===== src/design/csc_pkg.sv =====
package csc_pkg;
  localparam int unsigned CLK_MHZ      = 100;
  localparam int unsigned ALERT_US     = 256;
  localparam int unsigned ALERT_CYCLES = ALERT_US * CLK_MHZ;
  localparam int unsigned CNT_W        = 16;

  localparam logic [7:0] OFS_CTRL    = 8'h00;
  localparam logic [7:0] OFS_LIMIT   = 8'h04;
  localparam logic [7:0] OFS_VWIN    = 8'h08;
  localparam logic [7:0] OFS_TWIN    = 8'h0c;
  localparam logic [7:0] OFS_STATUS  = 8'h10;
  localparam logic [7:0] OFS_EFF     = 8'h14;
  localparam logic [7:0] OFS_INT_ST  = 8'h18;
  localparam logic [7:0] OFS_INT_CLR = 8'h1c;
  localparam logic [7:0] OFS_INT_EN  = 8'h20;

  localparam int unsigned B_CHG_EN   = 0;
  localparam int unsigned B_STAT_OFF = 1;
  localparam int unsigned B_OK_OFF   = 2;
  localparam int unsigned B_ALW_OFF  = 3;
  localparam int unsigned B_CLIM_EN  = 4;
  localparam int unsigned B_ILIM_EN  = 5;
  localparam int unsigned B_FORCE_A  = 8;
  localparam int unsigned B_FORCE_B  = 9;
  localparam int unsigned B_FORCE_C  = 10;
  localparam int unsigned B_FORCE_D  = 11;

  localparam int unsigned EV_STATE = 0;
  localparam int unsigned EV_INOK  = 1;
  localparam int unsigned EV_TEMP  = 2;
  localparam int unsigned EV_HIZ   = 3;
  localparam int unsigned EV_N     = 4;

  localparam logic [11:0] CTRL_RST  = 12'h031;
  localparam logic [15:0] LIMIT_RST = 16'hffff;
  localparam logic [15:0] VWIN_RST  = 16'hf010;
  localparam logic [15:0] TWIN_RST  = 16'hc040;
endpackage


===== src/design/csc_min.sv =====
`timescale 1ns/1ns
// lower of pin and register limit; pin ignored when its enable is clear
module csc_min (
  input  wire logic       clock,
  input  wire logic       reset_n,
  input  wire logic [7:0] pin_val,
  input  wire logic [7:0] reg_val,
  input  wire logic       pin_en,
  output logic      [7:0] eff
);
  logic [7:0] next_eff;

  always_comb begin
    next_eff = reg_val;
    if (pin_en && (pin_val < reg_val)) begin
      next_eff = pin_val;
    end
  end

  always_ff @(posedge clock) begin
    if (!reset_n) begin
      eff <= 8'h00;
    end else begin
      eff <= next_eff;
    end
  end
endmodule // csc_min


===== src/design/csc_pulse.sv =====
`timescale 1ns/1ns
// fixed-width active-low pulse; triggers arriving mid-pulse are merged into it
module csc_pulse #(
  parameter int unsigned CYCLES = csc_pkg::ALERT_CYCLES
) (
  input  wire logic clock,
  input  wire logic reset_n,
  input  wire logic start,
  output logic      pulse_n
);
  typedef enum logic [1:0] {
    CSC_IDLE = 2'b01,
    CSC_BUSY = 2'b10
  } csc_pst_t;

  csc_pst_t                          state;
  logic     [csc_pkg::CNT_W-1:0]     count;

  always_ff @(posedge clock) begin
    if (!reset_n) begin
      state   <= CSC_IDLE;
      count   <= '0;
      pulse_n <= 1'b1;
    end else begin
      case (state)
        CSC_IDLE: begin
          if (start) begin
            state   <= CSC_BUSY;
            count   <= csc_pkg::CNT_W'(CYCLES - 1);
            pulse_n <= 1'b0;
          end
        end
        CSC_BUSY: begin
          if (count == '0) begin
            state   <= CSC_IDLE;
            pulse_n <= 1'b1;
          end else begin
            count <= count - 1'b1;
          end
        end
        default: begin
          state   <= CSC_IDLE;
          pulse_n <= 1'b1;
        end
      endcase
    end
  end
endmodule // csc_pulse


===== src/design/csc_top.sv =====
// The APB slave port and the register offsets were decided locally.
`timescale 1ns/1ns
module csc_top #(
  parameter int unsigned ALERT_CYCLES = csc_pkg::ALERT_CYCLES
) (
  input  wire logic        clock,
  input  wire logic        reset_n,
  input  wire logic        psel,
  input  wire logic        penable,
  input  wire logic        pwrite,
  input  wire logic [7:0]  paddr,
  input  wire logic [31:0] pwdata,
  output logic      [31:0] prdata,
  output logic             pready,
  output logic             pslverr,
  input  wire logic [1:0]  charger_state,
  input  wire logic [7:0]  input_voltage,
  input  wire logic [7:0]  thermistor_sense,
  input  wire logic [7:0]  charge_current_pin,
  input  wire logic [7:0]  input_limit_pin,
  input  wire logic        input_limit_pin_high,
  input  wire logic        charge_allow_n_in,
  output logic             charge_allow_n_out,
  output logic             charge_allow_n_oe_n,
  output logic             charge_status_out_a,
  output logic             charge_status_out_a_oe_n,
  output logic             charge_status_out_b,
  output logic             charge_status_out_b_oe_n,
  output logic             input_source_ok_n,
  output logic             input_source_ok_n_oe_n,
  output logic             host_alert_n,
  output logic             host_alert_n_oe_n,
  output logic             charge_active,
  output logic             high_impedance_mode,
  output logic [7:0]       charge_limit_eff,
  output logic [7:0]       input_limit_eff,
  output logic             irq
);
  logic [11:0]            ctrl;
  logic [15:0]            limits;
  logic [15:0]            vwin;
  logic [15:0]            twin;
  logic [csc_pkg::EV_N-1:0] int_st;
  logic [csc_pkg::EV_N-1:0] int_en;
  logic [csc_pkg::EV_N-1:0] ev;
  logic [1:0]             prev_state;
  logic                   prev_inok;
  logic                   prev_temp;
  logic                   prev_hiz;
  logic                   input_ok;
  logic                   temp_ok;
  logic                   next_hiz;
  logic                   next_charge;
  logic                   wr_en;
  logic                   alert_pulse_n;
  logic [31:0]            next_rdata;
  logic                   next_err;

  logic charge_enable_bit;
  logic status_pins_off;
  logic input_ok_pin_off;
  logic allow_pin_off;
  logic charge_limit_pin_en;
  logic input_limit_pin_en;
  logic force_indicator_a;
  logic force_indicator_b;
  logic force_indicator_c;
  logic force_indicator_d;

  assign charge_enable_bit   = ctrl[csc_pkg::B_CHG_EN];
  assign status_pins_off     = ctrl[csc_pkg::B_STAT_OFF];
  assign input_ok_pin_off    = ctrl[csc_pkg::B_OK_OFF];
  assign allow_pin_off       = ctrl[csc_pkg::B_ALW_OFF];
  assign charge_limit_pin_en = ctrl[csc_pkg::B_CLIM_EN];
  assign input_limit_pin_en  = ctrl[csc_pkg::B_ILIM_EN];
  assign force_indicator_a   = ctrl[csc_pkg::B_FORCE_A];
  assign force_indicator_b   = ctrl[csc_pkg::B_FORCE_B];
  assign force_indicator_c   = ctrl[csc_pkg::B_FORCE_C];
  assign force_indicator_d   = ctrl[csc_pkg::B_FORCE_D];

  // apb: no wait states, answer registered in the setup cycle
  assign wr_en = psel && penable && pready && pwrite;

  always_comb begin
    next_err   = 1'b0;
    next_rdata = 32'h0000_0000;
    case (paddr)
      csc_pkg::OFS_CTRL:    next_rdata = {20'h00000, ctrl};
      csc_pkg::OFS_LIMIT:   next_rdata = {16'h0000, limits};
      csc_pkg::OFS_VWIN:    next_rdata = {16'h0000, vwin};
      csc_pkg::OFS_TWIN:    next_rdata = {16'h0000, twin};
      csc_pkg::OFS_STATUS:  next_rdata = {26'h0000000, charger_state, prev_hiz,
                                          temp_ok, input_ok, charge_active};
      csc_pkg::OFS_EFF:     next_rdata = {16'h0000, input_limit_eff, charge_limit_eff};
      csc_pkg::OFS_INT_ST:  next_rdata = {28'h0000000, int_st};
      csc_pkg::OFS_INT_CLR: next_rdata = 32'h0000_0000;
      csc_pkg::OFS_INT_EN:  next_rdata = {28'h0000000, int_en};
      default:              next_err   = 1'b1;
    endcase
  end

  always_ff @(posedge clock) begin
    if (!reset_n) begin
      pready  <= 1'b0;
      pslverr <= 1'b0;
      prdata  <= 32'h0000_0000;
    end else begin
      pready  <= psel && !penable && !pready;
      pslverr <= psel && !penable && !pready && next_err;
      if (psel && !penable) begin
        prdata <= pwrite ? 32'h0000_0000 : next_rdata;
      end
    end
  end

  always_ff @(posedge clock) begin
    if (!reset_n) begin
      ctrl   <= csc_pkg::CTRL_RST;
      limits <= csc_pkg::LIMIT_RST;
      vwin   <= csc_pkg::VWIN_RST;
      twin   <= csc_pkg::TWIN_RST;
      int_en <= '0;
    end else if (wr_en) begin
      case (paddr)
        csc_pkg::OFS_CTRL:   ctrl   <= pwdata[11:0];
        csc_pkg::OFS_LIMIT:  limits <= pwdata[15:0];
        csc_pkg::OFS_VWIN:   vwin   <= pwdata[15:0];
        csc_pkg::OFS_TWIN:   twin   <= pwdata[15:0];
        csc_pkg::OFS_INT_EN: int_en <= pwdata[csc_pkg::EV_N-1:0];
        default: begin
        end
      endcase
    end
  end

  // window compares: low byte is lower bound, high byte upper bound
  assign input_ok = (input_voltage >= vwin[7:0]) && (input_voltage <= vwin[15:8]);
  assign temp_ok  = (thermistor_sense >= twin[7:0]) &&
                    (thermistor_sense <= twin[15:8]);

  csc_min u_chg_min (
    .clock   (clock),
    .reset_n (reset_n),
    .pin_val (charge_current_pin),
    .reg_val (limits[7:0]),
    .pin_en  (charge_limit_pin_en),
    .eff     (charge_limit_eff)
  );

  csc_min u_in_min (
    .clock   (clock),
    .reset_n (reset_n),
    .pin_val (input_limit_pin),
    .reg_val (limits[15:8]),
    .pin_en  (input_limit_pin_en),
    .eff     (input_limit_eff)
  );

  assign next_hiz = input_limit_pin_en && input_limit_pin_high;
  // board keeps charge_allow_n defined, so no filtering is applied
  assign next_charge = charge_enable_bit && (allow_pin_off || !charge_allow_n_in) &&
                       temp_ok && !next_hiz;

  always_ff @(posedge clock) begin
    if (!reset_n) begin
      high_impedance_mode <= 1'b0;
      charge_active       <= 1'b0;
    end else begin
      high_impedance_mode <= next_hiz;
      charge_active       <= next_charge;
    end
  end

  // open-drain pins: level always 0, enable low pulls the line down
  always_ff @(posedge clock) begin
    if (!reset_n) begin
      charge_status_out_a      <= 1'b0;
      charge_status_out_b      <= 1'b0;
      input_source_ok_n        <= 1'b0;
      charge_allow_n_out       <= 1'b0;
      host_alert_n_oe_n        <= 1'b1;
      charge_status_out_a_oe_n <= 1'b1;
      charge_status_out_b_oe_n <= 1'b1;
      input_source_ok_n_oe_n   <= 1'b1;
      charge_allow_n_oe_n      <= 1'b1;
    end else begin
      host_alert_n_oe_n        <= alert_pulse_n;
      charge_status_out_a_oe_n <= status_pins_off ? !force_indicator_a
                                                  : !charger_state[0];
      charge_status_out_b_oe_n <= status_pins_off ? !force_indicator_b
                                                  : !charger_state[1];
      input_source_ok_n_oe_n   <= input_ok_pin_off ? !force_indicator_c
                                                   : !input_ok;
      charge_allow_n_oe_n      <= allow_pin_off ? !force_indicator_d : 1'b1;
    end
  end

  always_ff @(posedge clock) begin
    if (!reset_n) begin
      prev_state <= 2'b00;
      prev_inok  <= 1'b0;
      prev_temp  <= 1'b1;
      prev_hiz   <= 1'b0;
    end else begin
      prev_state <= charger_state;
      prev_inok  <= input_ok;
      prev_temp  <= temp_ok;
      prev_hiz   <= next_hiz;
    end
  end

  assign ev[csc_pkg::EV_STATE] = prev_state != charger_state;
  assign ev[csc_pkg::EV_INOK]  = prev_inok != input_ok;
  assign ev[csc_pkg::EV_TEMP]  = prev_temp && !temp_ok;
  assign ev[csc_pkg::EV_HIZ]   = prev_hiz != next_hiz;

  // set wins over a clear landing in the same cycle
  genvar gi;
  generate
    for (gi = 0; gi < csc_pkg::EV_N; gi++) begin : g_int
      always_ff @(posedge clock) begin
        if (!reset_n) begin
          int_st[gi] <= 1'b0;
        end else if (ev[gi]) begin
          int_st[gi] <= 1'b1;
        end else if (wr_en && paddr == csc_pkg::OFS_INT_CLR && pwdata[gi]) begin
          int_st[gi] <= 1'b0;
        end
      end
    end
  endgenerate

  always_ff @(posedge clock) begin
    if (!reset_n) begin
      irq          <= 1'b0;
      host_alert_n <= 1'b0;
    end else begin
      irq          <= |(int_st & int_en);
      host_alert_n <= 1'b0;
    end
  end

  csc_pulse #(
    .CYCLES (ALERT_CYCLES)
  ) u_alert (
    .clock   (clock),
    .reset_n (reset_n),
    .start   (|ev),
    .pulse_n (alert_pulse_n)
  );

  AST_STAT_A: assert property (@(posedge clock) disable iff (!reset_n)
    !status_pins_off ##1 !status_pins_off |-> charge_status_out_a_oe_n == !$past(charger_state[0]))
    else $error("status a not following charger state");
  AST_STAT_OFF: assert property (@(posedge clock) disable iff (!reset_n)
    status_pins_off |=> charge_status_out_b_oe_n == !$past(force_indicator_b))
    else $error("status b not following force bit");
  AST_FORCE_A: assert property (@(posedge clock) disable iff (!reset_n)
    (status_pins_off && force_indicator_a) |=> !charge_status_out_a_oe_n)
    else $error("forced status a not pulled low");
  AST_INOK: assert property (@(posedge clock) disable iff (!reset_n)
    (!input_ok_pin_off && input_ok) |=> !input_source_ok_n_oe_n)
    else $error("input good not pulled low");
  AST_INOK_OFF: assert property (@(posedge clock) disable iff (!reset_n)
    input_ok_pin_off |=> input_source_ok_n_oe_n == !$past(force_indicator_c))
    else $error("input good pin not following force bit");
  AST_CHG_EN: assert property (@(posedge clock) disable iff (!reset_n)
    (!charge_enable_bit || (!allow_pin_off && charge_allow_n_in)) |=> !charge_active)
    else $error("charging without enable");
  AST_ALLOW_IND: assert property (@(posedge clock) disable iff (!reset_n)
    !allow_pin_off |=> charge_allow_n_oe_n)
    else $error("allow pin driven while an input");
  AST_TEMP: assert property (@(posedge clock) disable iff (!reset_n)
    !temp_ok |=> !charge_active)
    else $error("charging outside temperature window");
  AST_CLIM: assert property (@(posedge clock) disable iff (!reset_n)
    !charge_limit_pin_en |=> charge_limit_eff == $past(limits[7:0]))
    else $error("charge limit not register only");
  AST_ILIM: assert property (@(posedge clock) disable iff (!reset_n)
    1'b1 |=> input_limit_eff <= $past(limits[15:8]))
    else $error("input limit above register");
  AST_HIZ: assert property (@(posedge clock) disable iff (!reset_n)
    (input_limit_pin_en && input_limit_pin_high) |=> high_impedance_mode && !charge_active)
    else $error("high impedance not entered");
  AST_ALERT: assert property (@(posedge clock) disable iff (!reset_n)
    $fell(alert_pulse_n) |-> !alert_pulse_n [*8])
    else $error("alert pulse too short");

  // status pins and indicators
  AST_STAT_B: assert property (@(posedge clock) disable iff (!reset_n)
    !status_pins_off ##1 !status_pins_off |-> charge_status_out_b_oe_n == !$past(charger_state[1]))
    else $error("status b not following charger state");
  AST_STAT_OFF_A: assert property (@(posedge clock) disable iff (!reset_n)
    status_pins_off |=> charge_status_out_a_oe_n == !$past(force_indicator_a))
    else $error("status a not following force bit");
  AST_FORCE_B: assert property (@(posedge clock) disable iff (!reset_n)
    (status_pins_off && force_indicator_b) |=> !charge_status_out_b_oe_n)
    else $error("forced status b not pulled low");
  AST_INOK_REL: assert property (@(posedge clock) disable iff (!reset_n)
    (!input_ok_pin_off && !input_ok) |=> input_source_ok_n_oe_n)
    else $error("input good pulled low outside window");
  AST_ALLOW_FORCE: assert property (@(posedge clock) disable iff (!reset_n)
    allow_pin_off |=> charge_allow_n_oe_n == !$past(force_indicator_d))
    else $error("allow pin not following force bit");

  // charging gate; allow pin ignored while its function is off
  AST_ALLOW_OFF: assert property (@(posedge clock) disable iff (!reset_n)
    (charge_enable_bit && allow_pin_off && temp_ok && !input_limit_pin_high) |=> charge_active)
    else $error("charging blocked by ignored allow pin");

  // limits and high-impedance forcing
  AST_CLIM_MIN: assert property (@(posedge clock) disable iff (!reset_n)
    1'b1 |=> charge_limit_eff <= $past(limits[7:0]))
    else $error("charge limit above register");
  AST_ILIM_OFF: assert property (@(posedge clock) disable iff (!reset_n)
    !input_limit_pin_en |=> input_limit_eff == $past(limits[15:8]))
    else $error("input limit not register only");
  AST_HIZ_OFF: assert property (@(posedge clock) disable iff (!reset_n)
    !input_limit_pin_en |=> !high_impedance_mode)
    else $error("high impedance entered with pin disabled");

  // alert pin, interrupt and bus answer
  AST_ALERT_PIN: assert property (@(posedge clock) disable iff (!reset_n)
    !alert_pulse_n |=> !host_alert_n_oe_n)
    else $error("alert pin not pulled low during pulse");
  AST_IRQ_LOW: assert property (@(posedge clock) disable iff (!reset_n)
    !(|(int_st & int_en)) |=> !irq)
    else $error("interrupt without enabled status");
  AST_PREADY: assert property (@(posedge clock) disable iff (!reset_n)
    pready |=> !pready)
    else $error("ready held longer than one cycle");
endmodule // csc_top


===== config.mk =====
export PLATFORM = sky130hd
export DESIGN_NAME = csc_top
export DESIGN_NICKNAME = d
export VERILOG_FILES = /design/src/design/csc_pkg.sv /design/src/design/csc_min.sv /design/src/design/csc_pulse.sv /design/src/design/csc_top.sv
export SDC_FILE = /design/constraint.sdc
export NUM_CORES = 1
export LEC_CHECK = 0
export ABC_AREA = 1
export BUFFER_PORTS_ARGS = -buffer_cell sky130_fd_sc_hd__buf_4
export CORE_UTILIZATION = 40
export DETAILED_ROUTE_END_ITERATION = 10
export PLACE_DENSITY_LB_ADDON = 0.12
export SYNTH_ARGS = -nofsm -noshare
export SYNTH_HDL_FRONTEND = slang
export SYNTH_SLANG_ARGS = --single-unit

===== constraint.sdc =====
create_clock -name clock -period 1.9 [get_ports clock]
set_input_delay 0.19 -clock clock [delete_from_list [all_inputs] [get_ports clock]]
set_output_delay 0.19 -clock clock [all_outputs]
set_load 0.02 [all_outputs]

==> impl_metrics.yaml, run 1 <==
synthesis:
  yosysSeqAreaShare_pct: 37.2
  synthArstFlopShare_pct: 0
  synth_xor_area_share_pct: 0.493
  synthMuxAreaShare_pct: 0
  synthFlopType: "dfxtp_1"
  synth_compound_area_share_pct: 17.8
  synth_area_per_cell_sq_um: 7.12
  synth-simple-area-share_pct: 24.3
  syn_inst: 998
  synthDistinctLibCells: 41
  yosys_warnings: 0
  synth_fa_ha_area_share_pct: 8.63
  synth_seq_cells: 132
  syn_area_sq_mm: 0.00711
  synth_top_family_by_area: "simple AND/OR/NAND/NOR gates"
  synth-edff-count: 0
grt:
  grt_pass1_wl_um: 34000
  antenna_found_initial: 0
  grt_max_degree: 105
  grt-ovfl-total: 0
  first_global_vias: 6563
  grt_usage_pct: 24.6
placement:
  dp.cells: 1372
  pre_cts_ws_ps: -211
  dp_hpwl_um: 16000
  gp_congestion: 0.865
  dpl_cell_area_sq_mm: 0.00856
  portBuffers: 106
critical_path:
  crit_chain: "inv_2 > ha_4 > a21oi_4 > nor2_2 > nor2_2 > nand2_2 > nand2_2 > nand2_4 > a21oi_4 > nand2_8 > buf_6 > nand2_4 > nand2_2 > o21ai_2 > inv_1"
  path_delay_family: "simple AND/OR/NAND/NOR gates"
  critical_path.max_stage_delay_ps: 330
  rr_endpoint: "u_alert.state[0]"
  worst-path-buf-inv: 3
  path_max_fanout: 4
  arrival_ps: 2300
  rrSetupSlack_ps: -80
  slowest_stage: "dfxtp_2"
  worstPathRequired_ps: 2220
  worst_path_most_repeated_cell: "nand2_2"
  path_class: "flop to flop"
  r2r_cells: 15
  start_kind: "flop"
  r2r-start: "twin[13]"
  endpoint_kind: "flop"
worst_hold_path:
  hold_class: "primary input to flop"
  holdPathStages: 3
  min_from: "charge_current_pin[5]"
  holdPathEnd: "u_chg_min.eff[5]"
status:
  outcome: "finished with violations"
  violations: "setup timing"
pwr:
  power.net_switching_mw: 2.51
  power_leakage_nw: 4.66
  total_power_mw: 8.87
  ir_worst_vdd_uv: 835
  p_comb_share_pct: 20.8
  p_int_mw: 6.36
  seqPwrFrac_pct: 35.2
  netSwitchingFraction_pct: 28.3
  power.density_mw_per_mm2: 890
  clockPowerShare_pct: 43.9
job:
  max-cap-violations: 0
detailed_routing:
  wl_um: 22100
  via_per_inst: 4.98
  drtPass1Iterations: 5
  vias: 7114
  wl_per_cell_um: 15.4
  drc: 0
  ant_nets: 0
  drt_iter0_drc: 556
sta:
  setup_viol: 18
  post-route-period-util_pct: 104
  rsz0062_at_grt: "yes"
  holdWs_ps: 10.5
  period_needed_ps: 1980
  slew_headroom_pct: 63.8
  clock.fmax_mhz: 505
  worst_pin_slew_ps: 540
  slew_viol_final: 0
  finalClockSkew_ps: 10.2
  finalSetupTns_ps: -915
  worst_slack_ps: -79.8
  finalHoldViolCount: 0
finish:
  area_growth_pct: 40.1
  drive_above_1_share_pct: 28.3
  post-route-cell-area_sq_mm: 0.00996
  fillers: 1691
  multiInputGateArea_sq_mm: 0.00416
  regArea_sq_mm: 0.00266
  nNetsFinal: 1320
  stdcell_count: 1428
  post-route-util_pct: 57.6
  antennaDiodeCount: 0
floorplanning:
  start_util_pct: 41.1
  io_pins: 144
  die_x_um: 135
  die_area_sq_mm: 0.0183
  core-area_sq_mm: 0.0173
  fp-row-count: 48
  die_h_um: 135
clocking:
  cts_root_buffer: "clkbuf_16"
  cts_num_sinks: 132
  ctsLongestPathBuffers: 2
  cts_made_buffers: 17
  htreeDepth: 4
  cts_tree: "done"
  clk_pin_slew_worst_paths_ps: 60
  clk_latency_ps: 430
-- worst min-delay path: stages --
cell,delay [ps]
buf_4,90
nor2_1,40
nor2_1,80
-- per-layer routing --
| layer | share of wire (%) | vias up | GRT usage [%] | wire length [um] |
|---|---|---|---|---|
| li1 | - | 3633 | - | - |
| met1 | 44 | 3257 | 29.8 | 9770 |
| met2 | 49 | 195 | 42.8 | 10800 |
| met3 | 5.1 | 29 | 5.61 | 1120 |
| met4 | 1.5 | 0 | 7.74 | 325 |
| met5 | 0 | - | 0 | 0 |
-- layout make-up --
cell class | instances | area share [%]
clock buffer | 19 | 4.35
multi-input combinational | 706 | 41.8
tap | 225 | 2.83
timing repair buffer | 209 | 17.1
inverter | 124 | 4.70
sequential | 132 | 26.7
clock inverter | 13 | 2.55
-- power groups by stage --
stage                     registers (mW)  logic (mW)  clock network [mW]
after floorplan                     3.17        1.03                   0
after global placement              3.17        1.50                   0
after detailed placement            3.17        1.52                   0
after CTS                           3.11        1.66                3.93
after global routing                3.15        2.04                4.05
final                               3.12        1.85                3.89
-- cells in the mapped netlist, types with 4 or more instances --
library cell | number | share of area, %
a211oi_1 | 4 | 0.42
a21oi_1 | 104 | 7.3
buf_2 | 15 | 1.1
buf_4 | 22 | 2.3
buf_6 | 6 | 0.95
clkbuf_1 | 11 | 0.58
dfxtp_1 | 132 | 37
ha_1 | 49 | 8.6
inv_1 | 118 | 6.2
inv_2 | 4 | 0.21
nand2_1 | 231 | 12
nand3_1 | 46 | 3.2
nand3_2 | 5 | 0.70
nand4_1 | 8 | 0.70
nor2_1 | 91 | 4.8
nor2_2 | 5 | 0.44
nor2_4 | 4 | 0.63
o211ai_1 | 27 | 2.9
o21ai_0 | 59 | 4.2
o22ai_1 | 16 | 1.4
-- logic make-up (layout without fill, tap and decap cells) --
group | Yosys count | count (layout)
flip-flops | 132 | 132
AND/OR/NAND/NOR | 406 | 406
adder cells (fa/ha/maj) | 49 | 49
XOR/XNOR | 4 | 4
buffers and inverters | 180 | 365
AO/OA/AOI/OAI | 226 | 226
other | 1 | 21
-- repair_timing --
action,CTS,global route
endpoints found under the setup margin,18,21
hold endpoints to repair,13,0
hold buffers,12,0
resized for setup,45,67
pin swaps,21,27
gates cloned,1,0
setup buffers,9,3
-- cells in the final DEF (no fill, tap or decap), types with 4 or more instances in the layout --
cell,instances
nor2_4,7
dfxtp_2,10
nand2_2,16
a211oi_1,4
buf_4,187
clkbuf_16,17
nand4_1,8
nand2_4,6
nor2_2,8
bufinv_16,7
dfxtp_1,122
dlygate4sd3_1,12
o21ai_0,56
a21oi_2,13
o21ai_1,5
nand3_2,12
nor2_1,85
ha_1,33
conb_1,21
a21oi_1,89
inv_2,16
buf_12,6
ha_4,16
o211ai_1,27
nand3_1,39
inv_1,105
nand2_1,211
o22ai_1,16
-- worst max-delay path by stage --
stage                         from          endpoint  slack [ps]  cells past startpoint
after floorplan           twin[13]  u_alert.count[2]         110                     13
after global placement     vwin[1]  u_alert.count[7]        -150                     16
after detailed placement  vwin[15]  u_alert.count[7]        -210                     14
after CTS                 twin[13]  u_alert.state[0]         -10                     15
after global routing      twin[13]  u_alert.state[0]        -180                     15
final                     twin[13]  u_alert.state[0]         -80                     15
-- flip-flops by register name (all words and copies together) (netlist names) --
name,cells
charge_status_out_a_oe_n,1
u_in_min.eff,8
irq,1
int_en,4
twin,16
input_source_ok_n_oe_n,1
ctrl,12
pslverr,1
prev_hiz,1
u_chg_min.eff,8
prdata,16
host_alert_n_oe_n,1
prev_temp,1
u_alert.count,16
prev_state,2
limits,16
u_alert.state,2
int_st,4
charge_allow_n_oe_n,1
charge_active,1
pready,1
vwin,16
charge_status_out_b_oe_n,1
prev_inok,1
(Power assumes the default switching activity.)
==> inputs of run 2 (changes only) <==
--- a/config.mk
+++ b/config.mk
@@ -7,9 +7,10 @@
 export LEC_CHECK = 0
 export ABC_AREA = 1
 export BUFFER_PORTS_ARGS = -buffer_cell sky130_fd_sc_hd__buf_4
-export CORE_UTILIZATION = 40
+export CORE_UTILIZATION = 50
 export DETAILED_ROUTE_END_ITERATION = 10
 export PLACE_DENSITY_LB_ADDON = 0.12
+export REMOVE_ABC_BUFFERS = 1
 export SYNTH_ARGS = -nofsm -noshare
 export SYNTH_HDL_FRONTEND = slang
 export SYNTH_SLANG_ARGS = --single-unit
==> impl_metrics.yaml, run 2 (same netlist as run 1, synthesis figures left out) <==
status:
  outcome: "finished with violations"
  violations: "setup timing"
clocking:
  cts_tree: "done"
  cts_root_buffer: "clkbuf_16"
  cts_num_sinks: 132
  ctsLongestPathBuffers: 2
  htreeDepth: 4
  clk_latency_ps: 420
  clk_pin_slew_worst_paths_ps: 60
  cts_made_buffers: 17
floorplanning:
  die_area_sq_mm: 0.0147
  core-area_sq_mm: 0.0139
  start_util_pct: 51.2
  io_pins: 144
  die_x_um: 121
  fp-row-count: 43
  die_h_um: 121
detailed_routing:
  wl_um: 21700
  via_per_inst: 5.25
  drc: 0
  drtPass1Iterations: 5
  vias: 7194
  wl_per_cell_um: 15.8
  drt_iter0_drc: 554
  ant_nets: 0
pwr:
  power_leakage_nw: 4.58
  ir_worst_vdd_uv: 707
  power.density_mw_per_mm2: 864
  total_power_mw: 8.50
finish:
  final_common_cell: "nand2_1"
  regArea_sq_mm: 0.00266
  drive_above_1_share_pct: 28.7
  post-route-util_pct: 70.9
  fillers: 1110
  layout_common_cells: "nand2_1 (213), buf_4 (169), dfxtp_1 (118), inv_1 (99)"
  post-route-cell-area_sq_mm: 0.00984
  area_growth_pct: 38.4
  multiInputGateArea_sq_mm: 0.00420
  nNetsFinal: 1308
  antennaDiodeCount: 0
sta:
  period_needed_ps: 2000
  rsz0062_at_grt: "yes"
  slew_headroom_pct: 64.7
  worst_pin_slew_ps: 528
  setup_viol: 18
  worst_slack_ps: -101
  slew_viol_final: 0
  finalSetupTns_ps: -1150
  post-route-period-util_pct: 105
  finalClockSkew_ps: 8.64
  clock.fmax_mhz: 500
  finalHoldViolCount: 0
placement:
  portBuffers: 106
  dp_hpwl_um: 14600
  gp_congestion: 0.917
  dpl_cell_area_sq_mm: 0.00839
  pre_cts_ws_ps: -112
critical_path:
  start_kind: "flop"
  endpoint_kind: "flop"
  worstPathRequired_ps: 2210
  path_class: "flop to flop"
  path_max_fanout: 5
  arrival_ps: 2320
worst_hold_path:
  hold_class: "primary input to flop"
job:
  max-cap-violations: 0
grt:
  first_global_vias: 6457
  grt_max_degree: 72
  grt-ovfl-total: 0
  grt_usage_pct: 28.8
  grt_pass1_wl_um: 32300
  antenna_found_initial: 0
[run 2: cell count changes in the layout (fill, tap and decap cells not counted), moves of 5 or more]
cell and delta:
buf_4 -18, inv_1 -6, clkbuf_8 +7, inv_2 +7, bufinv_16 -5, buf_6 +5
[run 2: repair_timing]
| item | 4_1_cts | 5_1_grt |
|---|---|---|
| cloned | 1 | 5 |
| hold endpoints to repair | 12 | 0 |
| setup endpoints to repair | 17 | 36 |
| hold buffers | 11 | 0 |
| gates resized for setup | 27 | 105 |
| pin swaps | 13 | 42 |
| buffers inserted | 3 | 10 |
[run 2: power by group]
part	switching (mW)	total, mW	internal (mW)
Combinational	1.10	1.95	0.857
Clock	1.24	3.41	2.17
Sequential	0.180	3.13	2.95
[run 2: stage by stage]
step | hold slack [ps] | std cells
6_report | 6.51 | 1371
5_1_grt | 9.12 | 1371
4_1_cts | 0.345 | 1357
3_5_place_dp | 385 | 1310
3_3_place_gp | 387 | 1310
2_1_floorplan | 260 | 962
[run 2: worst paths after layout]
kind,slack [ps],cells past startpoint,start,end
worst max-delay path,-100,15,twin[11],u_alert.state[0]
worst min-delay path,7,3,input_limit_pin[1],u_in_min.eff[1]
worst max register to register,-100,15,twin[11],u_alert.state[0]
worst min register to register,450,2,ctrl[7],ctrl[7]
[run 2: area by class of cell]
class,count,area share (%)
Clock buffer,25,5.34
Clock inverter,7,0.941
Inverter,124,4.73
Multi-Input combinational cell,706,42.7
Sequential cell,132,27.0
Tap cell,180,2.29
Timing Repair Buffer,197,16.9
[run 2: critical path: stages (launching register included)]
cell and delay [ps]:
dfxtp_1 300, inv_1 130, ha_4 230, a21oi_1 150, nand2_1 80, nand2_1 90, nand2_2 60, nand2_2 80
nand2_2 90, a21oi_4 200, nand2_8 120, buf_6 140, nand2_4 70, nand2_2 50, o21ai_1 80, inv_1 50
[run 2: routing by layer]
layer	wire (um)	track usage, %	share of wire (%)	vias up
li1	-	-	-	3609
met1	9540	38.6	44	3277
met2	10200	46.1	47	275
met3	1490	5.59	6.9	33
met4	492	10.3	2.3	0
met5	0	0	0	-
